$ cat src/hdl/tx_irq_pkg.sv
// Constants for the transmit serializer interrupt status block
// Overview of operation
// - Underflow set when transmitter starves for data
// - Underflow only after one bit sent
// - Overflow set on reload before byte sent
// - Done set after last byte, bit sent
// - Status read clears underflow, overflow, done
// - Empty set when byte enters transmitter
// - Data register write clears empty flag
// - Bits 7:4 reserved, register read-only
// - Flag reads one when condition pending
// - Enable bit 0 gates empty interrupt
// - Enable bit 1 gates done interrupt
// - Flags poll regardless; zero outside transmit
package tx_irq_pkg;
   // Register offsets
   localparam logic [7:0] tx_status_addr = 8'h0E;
   localparam logic [7:0] tx_data_addr = 8'h0F;
   // Status field positions
   localparam int empty_bit = 0;
   localparam int done_bit = 1;
   localparam int overflow_bit = 2;
   localparam int underflow_bit = 3;
   // Reset values
   localparam logic [3:0] status_reset = 4'h0;
   localparam logic [7:0] data_reset = 8'h00;
   localparam logic [2:0] bit_count_reset = 3'h0;
   // Transmit bit period in core clocks
   localparam int bit_period_ns = 16000;
   localparam int clk_period_ns = 25;
   localparam int bit_cycles = bit_period_ns / clk_period_ns;
endpackage

$ cat src/hdl/tx_irq_sticky.sv
// Sticky flag with set-over-clear priority
`timescale 1ns/1ps
module tx_irq_sticky (
   // Clock and reset
   input wire logic core_clk,
   input wire logic rstn,
   // Controls
   input wire logic set_in,
   input wire logic clr_in,
   // State
   output logic flag
);
   // Set wins over a same-cycle clear so no event is lost
   always_ff @(posedge core_clk or negedge rstn) begin
      if (!rstn) begin
         flag <= 1'b0;
      end else if (set_in) begin
         flag <= 1'b1;
      end else if (clr_in) begin
         flag <= 1'b0;
      end
   end
endmodule

$ cat src/hdl/tx_serializer_irq_status.sv
// Transmit serializer with sticky interrupt status and request output
`timescale 1ns/1ps
module tx_serializer_irq_status #(
   parameter int bit_cycles = tx_irq_pkg::bit_cycles
) (
   // Clock and reset
   input wire logic core_clk,
   input wire logic rstn,
   // Register port (same clock domain)
   input wire logic reg_wr,
   input wire logic reg_rd,
   input wire logic [7:0] reg_addr,
   input wire logic [7:0] reg_wdata,
   output logic [7:0] reg_rdata,
   // Mode and enables
   input wire logic tx_enable,
   input wire logic [1:0] tx_irq_enable,
   // Serial output and interrupt
   output logic tx_bit,
   output logic tx_active,
   output logic irq
);
   // Counter width for the bit period
   localparam int cw = $clog2(bit_cycles + 1);
   localparam logic [cw-1:0] last_tick = cw'(bit_cycles - 1);

   // State of the block apart from the sticky flags
   typedef struct packed {
      logic [7:0] hold;     // Holding register byte
      logic hold_full;      // Holding byte not yet taken
      logic [7:0] shift;    // Bits being sent
      logic [2:0] bit_cnt;  // Bit index in shift
      logic [cw-1:0] tick;  // Bit period counter
      logic shifting;       // Shifter busy
      logic sent_one;       // At least one bit sent
      logic [7:0] rdata;    // Read data register
      logic tx_bit;         // Serial output
      logic irq;            // Interrupt output
   } state_t;

   state_t st;
   state_t next_st;
   logic [3:0] flags;       // Sticky status
   logic [3:0] set_ev;      // Event pulses
   logic [3:0] clr_ev;      // Clear pulses
   logic data_wr;           // Host write to data register
   logic stat_rd;           // Host read of status register
   logic bit_end;           // Last tick of a bit period
   logic take;              // Shifter takes the holding byte

   // Access decode
   assign data_wr = reg_wr && (reg_addr == tx_irq_pkg::tx_data_addr);
   assign stat_rd = reg_rd && (reg_addr == tx_irq_pkg::tx_status_addr);
   assign bit_end = st.shifting && (st.tick == last_tick);
   // Transfer when idle or at the end of the last bit
   assign take = tx_enable && st.hold_full &&
      (!st.shifting || (bit_end && st.bit_cnt == 3'd7));

   // Sticky flags, one per event
   genvar gi;
   generate
      for (gi = 0; gi < 4; gi++) begin : g_flag
         tx_irq_sticky u_flag (
            .core_clk(core_clk),
            .rstn(rstn),
            .set_in(set_ev[gi]),
            .clr_in(clr_ev[gi]),
            .flag(flags[gi])
         );
      end
   endgenerate

   // Event and clear decode
   always_comb begin
      set_ev = 4'h0;
      clr_ev = 4'h0;
      // Leaving transmit mode wipes status
      if (!tx_enable) begin
         clr_ev = 4'hF;
      end else begin
         // Status read clears three flags
         if (stat_rd) begin
            clr_ev[tx_irq_pkg::underflow_bit] = 1'b1;
            clr_ev[tx_irq_pkg::overflow_bit] = 1'b1;
            clr_ev[tx_irq_pkg::done_bit] = 1'b1;
         end
         // Data write clears empty
         if (data_wr) begin
            clr_ev[tx_irq_pkg::empty_bit] = 1'b1;
         end
         // Reload while the old byte still waits; a same-cycle
         // transfer has already saved that byte, so no overflow then
         if (data_wr && st.hold_full && !take) begin
            set_ev[tx_irq_pkg::overflow_bit] = 1'b1;
         end
         // Byte moves into the shifter
         if (take) begin
            set_ev[tx_irq_pkg::empty_bit] = 1'b1;
         end
         // Byte finished, nothing waiting
         if (bit_end && st.bit_cnt == 3'd7 && !st.hold_full) begin
            set_ev[tx_irq_pkg::done_bit] = 1'b1;
            // Starved; the bit that just ended proves one went out
            set_ev[tx_irq_pkg::underflow_bit] = 1'b1;
         end
      end
   end

   // Next state
   always_comb begin
      next_st = st;
      // Host loads holding register
      if (data_wr) begin
         next_st.hold = reg_wdata;
         next_st.hold_full = 1'b1;
      end
      // Bit timing
      if (st.shifting) begin
         next_st.tick = bit_end ? '0 : st.tick + 1'b1;
      end
      if (bit_end) begin
         next_st.sent_one = 1'b1;
         next_st.shift = {1'b0, st.shift[7:1]};
         next_st.bit_cnt = st.bit_cnt + 3'd1;
         if (st.bit_cnt == 3'd7) begin
            next_st.shifting = 1'b0;
         end
      end
      // Load shifter from holding register, LSB first
      if (take) begin
         next_st.shift = st.hold;
         next_st.bit_cnt = tx_irq_pkg::bit_count_reset;
         next_st.tick = '0;
         next_st.shifting = 1'b1;
         next_st.hold_full = data_wr;
      end
      next_st.tx_bit = next_st.shifting ? next_st.shift[0] : 1'b0;
      // Outside transmit mode the shifter and serial output idle
      if (!tx_enable) begin
         next_st.shifting = 1'b0;
         next_st.sent_one = 1'b0;
         next_st.tx_bit = 1'b0;
      end
      // Status read data; reserved bits zero
      next_st.rdata = st.rdata;
      if (reg_rd) begin
         next_st.rdata = 8'h00;
         if (stat_rd && tx_enable) begin
            next_st.rdata = {4'h0, flags};
         end
      end
      // Interrupt request from enabled flags
      next_st.irq = (flags[tx_irq_pkg::empty_bit] &&
                     tx_irq_enable[0]) ||
                    (flags[tx_irq_pkg::done_bit] &&
                     tx_irq_enable[1]);
   end

   // State register
   always_ff @(posedge core_clk or negedge rstn) begin
      if (!rstn) begin
         st <= '0;
      end else begin
         st <= next_st;
      end
   end

   // Outputs straight from flops
   assign reg_rdata = st.rdata;
   assign tx_bit = st.tx_bit;
   assign tx_active = st.shifting;
   assign irq = st.irq;

   // Overflow follows a reload of a full register
   property p_overflow;
      @(posedge core_clk) disable iff (!rstn)
      (data_wr && st.hold_full && !take && tx_enable) |=>
         flags[tx_irq_pkg::overflow_bit];
   endproperty
   a_overflow: assert property (p_overflow)
      else $error("overflow not flagged");

   // Write clears empty unless a load coincides
   property p_empty_clr;
      @(posedge core_clk) disable iff (!rstn)
      (data_wr && !set_ev[tx_irq_pkg::empty_bit]) |=>
         !flags[tx_irq_pkg::empty_bit];
   endproperty
   a_empty_clr: assert property (p_empty_clr)
      else $error("empty not cleared by write");

   // Read clears three flags
   property p_read_clr;
      @(posedge core_clk) disable iff (!rstn)
      (stat_rd && set_ev == 4'h0) |=> (flags[3:1] == 3'b000);
   endproperty
   a_read_clr: assert property (p_read_clr)
      else $error("status read did not clear");

   // Underflow never before a bit is sent
   property p_underflow_first;
      @(posedge core_clk) disable iff (!rstn)
      $rose(flags[tx_irq_pkg::underflow_bit]) |-> $past(bit_end);
   endproperty
   a_underflow_first: assert property (p_underflow_first)
      else $error("underflow without sent bit");

   // Done sets after last bit with empty holding register
   property p_done;
      @(posedge core_clk) disable iff (!rstn)
      (tx_enable && bit_end && st.bit_cnt == 3'd7 && !st.hold_full)
         |=> flags[tx_irq_pkg::done_bit];
   endproperty
   a_done: assert property (p_done)
      else $error("done not flagged");

   // Empty sets when shifter takes the byte
   property p_empty_set;
      @(posedge core_clk) disable iff (!rstn)
      (tx_enable && st.hold_full && !st.shifting) |=>
         flags[tx_irq_pkg::empty_bit] && st.shifting;
   endproperty
   a_empty_set: assert property (p_empty_set)
      else $error("empty not set on load");

   // Reserved bits read zero
   property p_reserved;
      @(posedge core_clk) disable iff (!rstn)
      reg_rdata[7:4] == 4'h0;
   endproperty
   a_reserved: assert property (p_reserved)
      else $error("reserved bits nonzero");

   // Status zero outside transmit mode
   property p_idle_zero;
      @(posedge core_clk) disable iff (!rstn)
      !tx_enable |=> (flags == 4'h0);
   endproperty
   a_idle_zero: assert property (p_idle_zero)
      else $error("status not zero when idle");

   // Interrupt follows enabled flags by one cycle
   property p_irq;
      @(posedge core_clk) disable iff (!rstn)
      ((flags[0] && tx_irq_enable[0]) || (flags[1] && tx_irq_enable[1]))
         |=> irq;
   endproperty
   a_irq: assert property (p_irq)
      else $error("irq missing");

   // No request without an enabled pending flag
   property p_irq_quiet;
      @(posedge core_clk) disable iff (!rstn)
      !((flags[0] && tx_irq_enable[0]) || (flags[1] && tx_irq_enable[1]))
         |=> !irq;
   endproperty
   a_irq_quiet: assert property (p_irq_quiet)
      else $error("irq without enabled flag");

   // Overflow stays clear while no byte is lost
   property p_overflow_quiet;
      @(posedge core_clk) disable iff (!rstn)
      (!(data_wr && st.hold_full && !take) &&
         !flags[tx_irq_pkg::overflow_bit]) |=>
         !flags[tx_irq_pkg::overflow_bit];
   endproperty
   a_overflow_quiet: assert property (p_overflow_quiet)
      else $error("overflow without lost byte");

   // Underflow sets when the shifter starves
   property p_underflow_set;
      @(posedge core_clk) disable iff (!rstn)
      (tx_enable && bit_end && st.bit_cnt == 3'd7 && !st.hold_full)
         |=> flags[tx_irq_pkg::underflow_bit];
   endproperty
   a_underflow_set: assert property (p_underflow_set)
      else $error("underflow not flagged");

   // Status read returns the flags as they stood
   property p_read_data;
      @(posedge core_clk) disable iff (!rstn)
      (stat_rd && tx_enable) |=>
         (reg_rdata == {4'h0, $past(flags)});
   endproperty
   a_read_data: assert property (p_read_data)
      else $error("status read data wrong");

   // Reads outside transmit mode return zero
   property p_read_idle;
      @(posedge core_clk) disable iff (!rstn)
      (reg_rd && !tx_enable) |=> (reg_rdata == 8'h00);
   endproperty
   a_read_idle: assert property (p_read_idle)
      else $error("read not zero when idle");

   // Read data stands until the next read; writes never touch it
   property p_rd_hold;
      @(posedge core_clk) disable iff (!rstn)
      !reg_rd |=> $stable(reg_rdata);
   endproperty
   a_rd_hold: assert property (p_rd_hold)
      else $error("read data changed without read");

   // Main scenarios
   c_byte_sent: cover property (@(posedge core_clk) disable iff (!rstn)
      $rose(flags[tx_irq_pkg::done_bit]));
   c_overflow: cover property (@(posedge core_clk) disable iff (!rstn)
      $rose(flags[tx_irq_pkg::overflow_bit]));
   c_back_to_back: cover property (@(posedge core_clk) disable iff (!rstn)
      bit_end && st.bit_cnt == 3'd7 && st.hold_full);
   c_empty_irq: cover property (@(posedge core_clk) disable iff (!rstn)
      irq && tx_irq_enable[0]);
endmodule

$ cat config.mk
export PLATFORM = sky130hd
export DESIGN_NAME = tx_serializer_irq_status
export DESIGN_NICKNAME = d
export VERILOG_FILES = /design/src/hdl/tx_irq_pkg.sv /design/src/hdl/tx_irq_sticky.sv /design/src/hdl/tx_serializer_irq_status.sv
export SDC_FILE = /design/constraint.sdc
export NUM_CORES = 1
export LEC_CHECK = 0
export BUFFER_PORTS_ARGS = -buffer_cell sky130_fd_sc_hd__buf_4
export CAP_MARGIN = 40
export CORE_ASPECT_RATIO = 1.1
export CORE_MARGIN = 3
export CORE_UTILIZATION = 50
export DETAILED_ROUTE_END_ITERATION = 12
export GPL_ROUTABILITY_DRIVEN = 1
export PLACE_DENSITY = 0.77
export SLEW_MARGIN = 30
export SYNTH_ARGS = -nofsm -noshare
export SYNTH_HDL_FRONTEND = slang
export SYNTH_HIERARCHICAL = 1
export SYNTH_SLANG_ARGS = --single-unit
$ cat constraint.sdc
create_clock -name core_clk -period 1.9 [get_ports core_clk]
set_clock_uncertainty 0.05 [all_clocks]
set_input_delay 0 -clock core_clk [delete_from_list [all_inputs] [get_ports core_clk]]
set_output_delay 0 -clock core_clk [all_outputs]
set_load 0.01 [all_outputs]
==> flow_metrics.env <==
export IMPL_status="complete, no violations"
export IMPL_yosysSeqAreaShare_pct=52.3
export IMPL_netSwitchingPower_mw=0.564
export IMPL_cts_tree="yes"
export IMPL_die_w_um=65.7
export IMPL_ant_nets=0
export IMPL_synth_top_area_cell="dfrtp_1"
export IMPL_via_per_inst=5.23
export IMPL_ys_warn_count=6
export IMPL_syn_area_per_cell_um2=11.8
export IMPL_syn2layout_area_growth_pct=26.5
export IMPL_hold_depth=3
export IMPL_startpoint_type="flop"
export IMPL_yosysMostFrequentCell="dfrtp_1"
export IMPL_power_density_nw_per_um2=876
export IMPL_wirelength_mm=3.77
export IMPL_end_kind="flop"
export IMPL_n_antenna_cell=0
export IMPL_crit_fanout=9
export IMPL_synth_flop_cell="dfrtp_1"
export IMPL_r2r_cells=6
export IMPL_yosys_top_cells_area="dfrtp_1 52%, mux2_2 5.2%, buf_4 3.4%"
export IMPL_grt_pass1_wl_mm=6.46
export IMPL_syn_inst=166
export IMPL_first_iter_violations=96
export IMPL_clock_power_share_pct=32.5
export IMPL_die_h_um=71.7
export IMPL_ioPinCount=34
export IMPL_grt_pass1_vias=1429
export IMPL_grt_max_degree=42
export IMPL_maxCapViolCount=0
export IMPL_worstMarginPinSlew_ps=578
export IMPL_finalHoldViolCount=0
export IMPL_design_area_um2=2480
export IMPL_setup_violations_final=0
export IMPL_hpwl_mm=2.79
export IMPL_route_detailed_wl_per_inst_um=14.3
export IMPL_grt_use_total_pct=17.9
export IMPL_rsz0062_at_grt="false"
export IMPL_peakVddDrop_mv=0.523
export IMPL_async_flop_share_pct=100
export IMPL_required_ps=2020
export IMPL_gp_congestion=0.837
export IMPL_fin_tns_setup_ps=0
export IMPL_dpl_instance_area_um2=2240
export IMPL_critPathArrivalTime_ps=1910
export IMPL_path_class="flop to flop"
export IMPL_path_clk_slew_ps=70
export IMPL_cts_max_level=2
export IMPL_drc=0
export IMPL_port_buffers=29
export IMPL_clock_root_buffer="clkbuf_8"
export IMPL_r2r_start="st[12]"
export IMPL_insertion_delay_ps=290
export IMPL_start_util_pct=52.8
export IMPL_vias=1375
export IMPL_power_leakage_nw=1.27
export IMPL_antenna_found_initial=0
export IMPL_p_int_mw=1.61
export IMPL_nets=238
export IMPL_cts_made_buffers=5
export IMPL_hold_end="reg_rdata[0]"
export IMPL_synth_cell_type_count=44
export IMPL_fmax_mhz=560
export IMPL_clock_path_buffers=2
export IMPL_maxSlewHeadroom_pct=61.1
export IMPL_row_count=23
export IMPL_synth_edff_count=0
export IMPL_cts_sinks=41
export IMPL_synth_seq_cells=41
export IMPL_synth_top_area_share_pct=52.3
export IMPL_hold_class="primary input to flop"
export IMPL_syn_area_um2=1960
export IMPL_reg2reg_to="st[29]"
export IMPL_switching_share_pct=26.0
export IMPL_synth_commonest_cells="41 x dfrtp_1, 9 x buf_4, 9 x mux2_2, 9 x nand2_1, 9 x o21ai_0"
export IMPL_drive_above_1_share_pct=30.5
export IMPL_p_seq_share_pct=50.9
export IMPL_overflow=0
export IMPL_dieArea_um2=4710
export IMPL_period_share_pct=94.0
export IMPL_fill_cells=275
export IMPL_hold_start="reg_rd"
export IMPL_period_needed_ps=1790
export IMPL_pwr_share_comb_pct=16.5
export IMPL_core_um2=3710
export IMPL_dr_pass1_iters=4
export IMPL_finalMaxSlewViolations=0
export IMPL_r2r_setup_slack_ps=110
export IMPL_p_total_mw=2.17
metal layers:
layer	track usage (%)	wire, um	up-vias	part of all wire [%]
li1	-	-	675	-
met1	21.5	1600	666	42
met2	31.2	1990	30	53
met3	4.23	132	4	3.5
met4	6.22	49	0	1.3
met5	0	0	-	0
stage by stage:
| stage | utilization, % | std cells | setup WS (ps) | hold WS (ps) |
|---|---|---|---|---|
| 6_report | 66.9 | 263 | 115 | 51.4 |
| 5_1_grt | 66.9 | 263 | 43.5 | 55.6 |
| 4_1_cts | 66.6 | 263 | 8.38 | 42.6 |
| 3_5_place_dp | 60.2 | 243 | 2.05 | -48.5 |
| 3_3_place_gp | 60.2 | 243 | 116 | -55.7 |
| 2_1_floorplan | - | 169 | 27.6 | -346 |
cells in the final DEF, fill, tap and decap left out, types with 2 or more instances in the layout:
cell,Yosys,layout
a21o_1,4,4
a21oi_1,3,3
a221o_1,6,6
a22o_1,6,6
and2_1,7,6
and4_1,3,3
buf_4,9,37
clkbuf_8,0,6
conb_1,1,4
dfrtp_1,41,41
dlygate4sd3_1,0,12
ha_1,3,3
inv_1,7,7
mux2_2,9,9
mux2i_1,2,2
nand2_1,9,9
nand2b_1,2,2
nand3_1,4,4
nand4_1,2,2
nor2_1,7,7
nor3_1,2,2
o21ai_0,9,9
xnor2_1,5,5
logic make-up (layout without fill, tap and decap cells):
family | after synthesis | count (layout) | share of synthesized area [%]
compound gates | 35 | 35 | 14.5
xor+xnor | 6 | 6 | 2.68
fa+ha+maj | 3 | 3 | 1.91
buf+inv | 21 | 65 | 6.31
flops | 41 | 41 | 52.3
mux | 12 | 12 | 6.95
other cells | 1 | 4 | 0.191
simple gates | 47 | 47 | 15.1
cell type report:
type | count | area [um^2] | share of cell area, %
multi-input combinational | 107 | 833 | 33.6
tap | 50 | 62.6 | 2.52
clock buffer | 7 | 86.3 | 3.48
clock inverter | 1 | 30.0 | 1.21
inverter | 7 | 26.3 | 1.06
sequential | 41 | 1030 | 41.3
timing repair buffer | 50 | 418 | 16.8
power by group through the flow:
stage                     clock [mW]  combinational [mW]  sequential [mW]
final                          0.707               0.359             1.11
after CTS                      0.719               0.361             1.10
after detailed placement           0               0.340             1.12
after global placement             0               0.314             1.10
after floorplan                    0               0.225             1.09
after global routing           0.754               0.410             1.13
flip-flops by register name (all words and copies together), names as in the netlist:
register / cells
st: 30
tx_bit: 1
tx_active: 1
g_flag.u_flag/flag: 4
reg_rdata: 4
irq: 1
how the worst max path moves through the flow:
stage / start / cells past startpoint / end
floorplan: st[12] / 7 / st[31]
global placement: st[12] / 6 / st[27]
detailed placement: st[12] / 5 / st[29]
CTS: st[12] / 5 / st[29]
global route: st[22] / 6 / st[29]
finish: st[12] / 6 / st[29]
what timing repair did:
item | 4_1_cts | 5_1_grt
hold buffers | 12 | 0
endpoints found under the hold margin | 51 | 0
resized for setup | 0 | 3
setup endpoints to repair | 0 | 6
buffers inserted | 0 | 0
critical path, stage by stage (launching register included):
cell     delay [ps]
dfrtp_1         410
ha_1            230
and2_4          180
a41oi_4         210
nor2_2          100
buf_12          140
a221o_1         340
(Power assumes the default switching activity.)
